## config.mk

```make
export PLATFORM = sky130hd
export DESIGN_NAME = aab_exec
export DESIGN_NICKNAME = d
export VERILOG_FILES = /design/src/aab_pkg.sv /design/src/aab_decode.sv /design/src/aab_exec.sv
export SDC_FILE = /design/constraint.sdc
export NUM_CORES = 1
export LEC_CHECK = 0
export BUFFER_PORTS_ARGS = -buffer_cell sky130_fd_sc_hd__clkbuf_2
export CORE_MARGIN = 4
export CORE_UTILIZATION = 43
export DETAILED_ROUTE_END_ITERATION = 16
export PLACE_DENSITY = 0.8
export SLEW_MARGIN = 10
export SYNTH_ARGS = -nofsm -noshare
export SYNTH_HDL_FRONTEND = slang
export SYNTH_SLANG_ARGS = --single-unit
```

## constraint.sdc

```tcl
create_clock -name I_CLK_SYS -period 2.05 [get_ports I_CLK_SYS]
set_input_delay 0.41 -clock I_CLK_SYS [delete_from_list [all_inputs] [get_ports I_CLK_SYS]]
set_output_delay 0.41 -clock I_CLK_SYS [all_outputs]
set_load 0.02 [all_outputs]
```

## src/aab_pkg.sv

```systemverilog
// Shared constants, opcode enumeration and carrier structs for the AND/bit-clear execution block
package aab_pkg;

  // Widths
  localparam int OPC_W     = 12;
  localparam int DATA_W    = 8;
  localparam int FILE_AW   = 5;
  localparam int BIT_SEL_W = 3;

  // Opcode field positions
  localparam int DEST_POS    = 5;
  localparam int FILE_LSB    = 0;
  localparam int LIT_LSB     = 0;
  localparam int BIT_SEL_LSB = 5;
  localparam int GROUP6_LSB  = 6;
  localparam int GROUP4_LSB  = 8;

  // Opcode match patterns
  localparam logic [5:0] AND_FILE_PATTERN = 6'h05;
  localparam logic [3:0] AND_LIT_PATTERN  = 4'hE;
  localparam logic [3:0] CLR_BIT_PATTERN  = 4'h4;

  // Data constants
  localparam logic [DATA_W-1:0] DATA_ZERO = 8'h00;
  localparam logic [DATA_W-1:0] BIT_ONE   = 8'h01;

  // Decoded operation
  typedef enum logic [1:0] {
    AAB_OP_NONE     = 2'b00,
    AAB_OP_AND_FILE = 2'b01,
    AAB_OP_AND_LIT  = 2'b10,
    AAB_OP_CLR_BIT  = 2'b11
  } aab_op_e;

  // Instruction and operands presented by the decoder and register file
  typedef struct packed {
    logic                valid;
    logic [OPC_W-1:0]    opcode;
    logic [DATA_W-1:0]   acc;
    logic [DATA_W-1:0]   file_data;
  } aab_req_s;

  // Write-back toward accumulator, register file and status
  typedef struct packed {
    logic                done;
    logic                acc_we;
    logic [DATA_W-1:0]   acc_data;
    logic                file_we;
    logic [FILE_AW-1:0]  file_addr;
    logic [DATA_W-1:0]   file_data;
    logic                zero_we;
    logic                zero;
  } aab_res_s;

endpackage

```

## src/aab_decode.sv

```systemverilog
// Opcode decoder for the AND/bit-clear execution block
`timescale 1ns/100ps
module aab_decode
  import aab_pkg::*;
(
  // Instruction word
  input  wire logic [OPC_W-1:0]     i_opcode,
  // Decoded fields
  output aab_op_e                   o_op,
  output logic                      o_dest,
  output logic [FILE_AW-1:0]        o_file_addr,
  output logic [BIT_SEL_W-1:0]      o_bit_sel,
  output logic [DATA_W-1:0]         o_literal
);

  always_comb begin
    if (i_opcode[OPC_W-1:GROUP6_LSB] == AND_FILE_PATTERN) begin
      o_op = AAB_OP_AND_FILE;
    end else if (i_opcode[OPC_W-1:GROUP4_LSB] == AND_LIT_PATTERN) begin
      o_op = AAB_OP_AND_LIT;
    end else if (i_opcode[OPC_W-1:GROUP4_LSB] == CLR_BIT_PATTERN) begin
      o_op = AAB_OP_CLR_BIT;
    end else begin
      o_op = AAB_OP_NONE;
    end
  end

  assign o_dest      = i_opcode[DEST_POS];
  assign o_file_addr = i_opcode[FILE_LSB +: FILE_AW];
  assign o_bit_sel   = i_opcode[BIT_SEL_LSB +: BIT_SEL_W];
  assign o_literal   = i_opcode[LIT_LSB +: DATA_W];

endmodule

```

## src/aab_exec.sv

```systemverilog
// Execution stage for the register AND, literal AND and single-bit clear instructions
`timescale 1ns/100ps
module aab_exec
  import aab_pkg::*;
(
  // Clock and reset
  input  wire logic   I_CLK_SYS,
  input  wire logic   I_RESETN,
  // Instruction and operands
  input  aab_req_s    I_REQ,
  // Write-back
  output aab_res_s    O_RES
);

  aab_op_e                dec_op;
  logic                   dec_dest;
  logic [FILE_AW-1:0]     dec_file_addr;
  logic [BIT_SEL_W-1:0]   dec_bit_sel;
  logic [DATA_W-1:0]      dec_literal;
  logic [DATA_W-1:0]      alu_out;
  aab_res_s               res;
  aab_res_s               next_res;

  aab_decode u_decode (
    .i_opcode    (I_REQ.opcode),
    .o_op        (dec_op),
    .o_dest      (dec_dest),
    .o_file_addr (dec_file_addr),
    .o_bit_sel   (dec_bit_sel),
    .o_literal   (dec_literal)
  );

  // Datapath result of the decoded operation
  always_comb begin
    unique case (dec_op)
      AAB_OP_AND_FILE: begin
        alu_out = I_REQ.acc & I_REQ.file_data;
      end
      AAB_OP_AND_LIT: begin
        alu_out = I_REQ.acc & dec_literal;
      end
      AAB_OP_CLR_BIT: begin
        alu_out = I_REQ.file_data & ~(BIT_ONE << dec_bit_sel);
      end
      AAB_OP_NONE: begin
        alu_out = DATA_ZERO;
      end
    endcase
  end

  // Write-back steering, one cycle per instruction
  always_comb begin
    next_res = '0;
    if (I_REQ.valid) begin
      unique case (dec_op)
        AAB_OP_AND_FILE: begin
          next_res.done      = 1'b1;
          next_res.file_addr = dec_file_addr;
          next_res.acc_we    = ~dec_dest;
          next_res.file_we   = dec_dest;
          next_res.acc_data  = alu_out;
          next_res.file_data = alu_out;
          next_res.zero_we   = 1'b1;
          next_res.zero      = (alu_out == DATA_ZERO);
        end
        AAB_OP_AND_LIT: begin
          next_res.done      = 1'b1;
          next_res.acc_we    = 1'b1;
          next_res.acc_data  = alu_out;
          next_res.zero_we   = 1'b1;
          next_res.zero      = (alu_out == DATA_ZERO);
        end
        AAB_OP_CLR_BIT: begin
          next_res.done      = 1'b1;
          next_res.file_we   = 1'b1;
          next_res.file_addr = dec_file_addr;
          next_res.file_data = alu_out;
        end
        AAB_OP_NONE: begin
          next_res = '0;
        end
      endcase
    end
  end

  always_ff @(posedge I_CLK_SYS) begin
    if (!I_RESETN) begin
      res <= '0;
    end else begin
      res <= next_res;
    end
  end

  assign O_RES = res;

  // Opcode match and fields taken from the raw word, apart from the decoder
  logic                   chk_andf;
  logic                   chk_andl;
  logic                   chk_clr;
  logic                   chk_known;
  logic [BIT_SEL_W-1:0]   chk_bit;
  logic [FILE_AW-1:0]     chk_addr;
  logic [DATA_W-1:0]      chk_lit;

  assign chk_andf  = (I_REQ.opcode[OPC_W-1:GROUP6_LSB] == AND_FILE_PATTERN);
  assign chk_andl  = (I_REQ.opcode[OPC_W-1:GROUP4_LSB] == AND_LIT_PATTERN);
  assign chk_clr   = (I_REQ.opcode[OPC_W-1:GROUP4_LSB] == CLR_BIT_PATTERN);
  assign chk_known = chk_andf || chk_andl || chk_clr;
  assign chk_bit   = I_REQ.opcode[BIT_SEL_LSB +: BIT_SEL_W];
  assign chk_addr  = I_REQ.opcode[FILE_LSB +: FILE_AW];
  assign chk_lit   = I_REQ.opcode[LIT_LSB +: DATA_W];
endmodule

```

# == Word-level counts from Yosys, hierarchy flattened ==
# Cells that the tools add are included.
# classes
n_bitwise,5
shifts,1
mux,8
n_eq_ne,6
reduce_logical,6
# op_table
op,count
$pmux 8 s4,1
$pmux 14 s2,1
$and 8x8->8,3
$pmux 9 s2,1
$logic_not 8->1,1
$mux 2,4
$not 8->8,1
$shl 1x3->8 const A,1
$eq 6x3->1 const B,1
$eq 2x2->1 const B,2
$eq 4x3->1 const B,1
$eq 4x4->1 const B,1
$reduce_and 3->1,1
$reduce_or 3->1,1
$eq 2x1->1 const B,1
$logic_not 2->1,1
$pmux 1 s2,1
$reduce_and 2->1,1
$reduce_or 2->1,1
$not 1->1,1
# totals
word_cells,34
reg_bits,26
out_inout_bits,26

# == Depth between registers and ports, before layout ==
# logic_depth
depth_word,8
mapped_depth,7
mapped_depth_nobuf,6

# == Modules after synthesis ==
# Synthesis repeated with hierarchy kept, for this count alone.
# hier_totals
cells_unflattened,130
hier_area_um2,1213.7
# by_module_without_submodules
mod,instances,area_each_um2,cells_each,seq_area_each_um2
aab_exec,1,1043.5,108,520.5
aab_decode,1,170.2,22,0.0

# == Worst setup path before layout ==
# No wires, ideal clock.
# synth_path
path_type,input port to flip-flop
from,input I_REQ[27] (netlist bit)
to,"register res, in the netlist O_RES[0]"
path_slack_ns,0.340
cell_stages,5
required_time_ns,1.977
arrival_ns,1.637
cell_sequence,nor4b_4 mux2_2 a31oi_1 nand4_1 nor3_2
# synth_between
elab_chain_len,7
elab_cells_between_ends,14
# synth_lines
item,line,source
from (decl),aab_exec.sv:10,"input aab_req_s I_REQ,"
$eq 4x3->1,aab_decode.sv:21,end else if (i_opcode[OPC_W-1:GROUP4_LSB] == CLR_BIT_PATTERN) begin
$mux 2,aab_decode.sv:21,
$mux 2,aab_decode.sv:19,end else if (i_opcode[OPC_W-1:GROUP4_LSB] == AND_LIT_PATTERN) begin
$mux 2 (*),aab_decode.sv:17,if (i_opcode[OPC_W-1:GROUP6_LSB] == AND_FILE_PATTERN) begin
$eq 2x2->1 (tied with other cells),aab_exec.sv:35,unique case (dec_op)
$pmux 8 s4 or $reduce_or 2->1 (tied branches),-,
$logic_not 8->1 or $reduce_and 3->1 (tied branches),-,
to (signal assigned),aab_exec.sv:90,res <= next_res;
to (decl),aab_exec.sv:21,aab_res_s res;
# Mark *: on every way between the ends. The rest lies on a longest branch, timed or not.
# A chain may end at the register's enable or synchronous reset.

# == Worst setup path after layout ==
# Ends and elaborated chain as after synthesis.

==> metrics.txt <==
# TYPE chip_impl_metric gauge
chip_impl_info{name="status",value="complete, no violations"} 1
chip_impl_metric{name="grt_overflow",unit=""} 0
chip_impl_metric{name="grt_antenna_before_repair",unit=""} 0
chip_impl_metric{name="antenna_cells",unit=""} 0
chip_impl_metric{name="die_area",unit="mm^2"} 0.00336
chip_impl_metric{name="cts_resized",unit=""} 0
chip_impl_metric{name="worst_hold_path.num_cells",unit=""} 3
chip_impl_metric{name="p_leak",unit="nW"} 0.658
chip_impl_metric{name="cts_buffer_depth",unit=""} 2
chip_impl_metric{name="cts_buffers",unit=""} 3
chip_impl_metric{name="grt_max_degree",unit=""} 15
chip_impl_metric{name="pwr_density_cell",unit="mW/mm^2"} 611
chip_impl_metric{name="floorplan.initialDensity",unit="%"} 46.7
chip_impl_info{name="root_buffer",value="sky130_fd_sc_hd__clkbuf_4"} 1
chip_impl_info{name="timing_worst_setup_path_type",value="in2reg"} 1
chip_impl_info{name="synth_top_area_cells",value="sky130_fd_sc_hd__dfxtp_1, sky130_fd_sc_hd__nor2_1, sky130_fd_sc_hd__and2_1"} 1
chip_impl_metric{name="final_min_period_over_clock_period",unit="%"} 78.9
chip_impl_metric{name="power.ir.vdd_worst",unit="V"} 0.000445
chip_impl_metric{name="multi_input_area",unit="um^2"} 520
chip_impl_metric{name="core.rowCount",unit=""} 17
chip_impl_metric{name="totalPowerFinal",unit="uW"} 857
chip_impl_metric{name="drt-initial-drc-count",unit=""} 30
chip_impl_metric{name="synth.yosys.seq_area_share",unit="%"} 48.5
chip_impl_info{name="crit_chain",value="clkbuf_2 > nor4b_4 > mux2_2 > a31oi_1 > nand4_1 > nor3_2"} 1
chip_impl_metric{name="yosys_warning_count",unit=""} 0
chip_impl_metric{name="flow.area_growth_from_synthesis",unit="%"} 30.8
chip_impl_metric{name="cts_hold_repair.buffers",unit=""} 0
chip_impl_metric{name="first_pass_grt_wire_length",unit="mm"} 4.64
chip_impl_metric{name="largest_register_ffs",unit=""} 26
chip_impl_metric{name="clk_pin_slew_worst_paths",unit="ps"} 130
chip_impl_metric{name="synthesis.area",unit="mm^2"} 0.00107
chip_impl_metric{name="fraction_of_registers_with_async_set_or_reset_after_synthesis",unit="%"} 0
chip_impl_info{name="synth-main-ff-cell",value="sky130_fd_sc_hd__dfxtp_1"} 1
chip_impl_metric{name="grt_usage",unit="%"} 18.1
chip_impl_metric{name="worst-path-max-fanout",unit=""} 6
chip_impl_metric{name="critical_path.max_stage_delay",unit="ps"} 450
chip_impl_metric{name="design.final.nets",unit=""} 198
chip_impl_metric{name="routed_wirelength",unit="mm"} 2.79
chip_impl_metric{name="synth-edff-count",unit=""} 0
chip_impl_metric{name="timing.final.crit_period",unit="ps"} 1620
chip_impl_metric{name="syn_area_per_cell",unit="um^2"} 9.85
chip_impl_metric{name="synth-seq-cells",unit=""} 26
chip_impl_metric{name="fp.dieW",unit="um"} 58.0
chip_impl_metric{name="post-synth-top-area-fraction",unit="%"} 48.5
chip_impl_metric{name="cts_setup_buffers",unit=""} 0
chip_impl_metric{name="netlist_instances",unit=""} 109
chip_impl_metric{name="fill_count",unit=""} 210
chip_impl_metric{name="worstMarginPinSlew",unit="ps"} 411
chip_impl_metric{name="fin_worst_setup_slack",unit="ps"} 432
chip_impl_metric{name="timing.critical_path.required",unit="ps"} 2300
chip_impl_metric{name="slew-limit-headroom",unit="%"} 72.5
chip_impl_metric{name="avgViaCountPerCell",unit=""} 5.25
chip_impl_metric{name="route.detailed.wl_per_inst",unit="um"} 14.4
chip_impl_metric{name="ff_latch_area",unit="um^2"} 520
chip_impl_metric{name="arrival",unit="ps"} 1870
chip_impl_metric{name="synth_cell_type_count",unit=""} 36
chip_impl_info{name="tritoncts",value="done"} 1
chip_impl_metric{name="io_pins",unit=""} 57
chip_impl_metric{name="drt-pass1-iter-count",unit=""} 4
chip_impl_info{name="rsz_0062_raised_after_global_routing",value="no"} 1
chip_impl_metric{name="hpwl",unit="mm"} 2.31
chip_impl_metric{name="cts.sinks",unit=""} 26
chip_impl_metric{name="die_h",unit="um"} 58.0
chip_impl_info{name="critical_path_capture_point_type",value="flop"} 1
chip_impl_metric{name="slew_viol_final",unit=""} 0
chip_impl_info{name="critical_path.startpoint_type",value="input port"} 1
chip_impl_metric{name="core_area",unit="mm^2"} 0.00230
chip_impl_metric{name="setup-violations-final",unit=""} 0
chip_impl_metric{name="gp_congestion",unit=""} 0.913
chip_impl_info{name="post-synth-top-area-cell",value="sky130_fd_sc_hd__dfxtp_1"} 1
chip_impl_info{name="cpMaxStageDelayCell",value="sky130_fd_sc_hd__nor4b_4"} 1
chip_impl_metric{name="cts.htree.levels",unit=""} 1
chip_impl_metric{name="timing.max_cap.violations",unit=""} 0
chip_impl_metric{name="remaining_drc_errors",unit=""} 0
chip_impl_info{name="timing.hold.worst.class",value="in2reg"} 1
chip_impl_metric{name="first_global_vias",unit=""} 1010
chip_impl_metric{name="preCtsSetupSlack",unit="ps"} 83.3
chip_impl_metric{name="via_count",unit=""} 1018
chip_impl_metric{name="layout-drive-gt1-share",unit="%"} 42.2
chip_impl_metric{name="timing.fmax",unit="MHz"} 618
chip_impl_metric{name="port_bufs",unit=""} 56
chip_impl_metric{name="final-hold-violation-count",unit=""} 0
chip_impl_metric{name="post_route_antenna_net_violation_count",unit=""} 0
chip_impl_metric{name="synth_nets",unit=""} 140
chip_impl_metric{name="fin_setup_tns",unit="ps"} 0
==> where the power goes <==
| group | internal [mW] | switching [mW] |
|---|---|---|
| logic | 0.0442 | 0.0535 |
| registers | 0.508 | 0.000658 |
| clock network | 0.109 | 0.142 |
| total | 0.661 | 0.196 |
==> Yosys cell counts (all sizes together), types with 2 or more instances <==
library cell / instances
a21oi: 5
a31oi: 5
a32o: 3
a32oi: 2
and2: 7
and3: 6
buf: 4
dfxtp: 26
mux2: 2
nand2: 6
nand3: 4
nor2: 17
nor3: 2
o21a: 2
o21ai: 2
or3b: 2
==> area by class of cell <==
cell class	instances	area share, %
inverter	1	0.267
timing repair buffer	57	20.5
tap	28	2.50
sequential	26	37.1
multi-input combinational	78	37.1
clock buffer	4	2.58
==> kinds of logic after synthesis <==
group | after synthesis | synth area share, %
simple gates | 52 | 28.6
compound gates | 24 | 17.5
buf+inv | 5 | 3.03
mux | 2 | 2.45
flops | 26 | 48.5
==> worst paths after layout <==
| path | startpoint | to | slack (ps) |
|---|---|---|---|
| max | I_REQ[27] | O_RES[0] | 430 |
| min | I_REQ[9] | O_RES[17] | 290 |
==> layer usage <==
layer | GRT usage (%) | part of all wire, %
met1 | 22.4 | 41
met2 | 30.8 | 50
met3 | 1.11 | 6.9
met4 | 10.3 | 2.4
met5 | 0 | 0
==> cell usage in the layout, fill, tap and decap left out, types with 3 or more instances in the layout <==
cell                       netlist  routed
sky130_fd_sc_hd__clkbuf_2        0      56
sky130_fd_sc_hd__dfxtp_1        26      26
sky130_fd_sc_hd__nor2_1         17      17
sky130_fd_sc_hd__and2_1          7       7
sky130_fd_sc_hd__nand2_1         6       6
sky130_fd_sc_hd__and3_1          5       5
sky130_fd_sc_hd__a21oi_1         5       5
sky130_fd_sc_hd__a31oi_1         4       4
sky130_fd_sc_hd__nand3_1         4       4
sky130_fd_sc_hd__a32o_1          3       3
sky130_fd_sc_hd__clkbuf_4        0       3
==> metrics by stage <==
step	std cells	util (%)	hold WS, ps	cell area [um^2]
final	194	61.1	293	1400
after global routing	194	61.1	300	1400
after CTS	194	61.1	287	1400
after detailed placement	190	59.5	629	1370
after global placement	190	59.5	626	1370
after floorplan	109	-	524	1070
==> worst max-delay path, delay by kind of cell <==
kind,cells,cell delay (ps)
buffers and inverters,1,120
and+or+nand+nor,3,710
AOI/OAI and AO/OA,1,220
muxes,1,390
No activity file was read; power rests on OpenSTA's default activity.
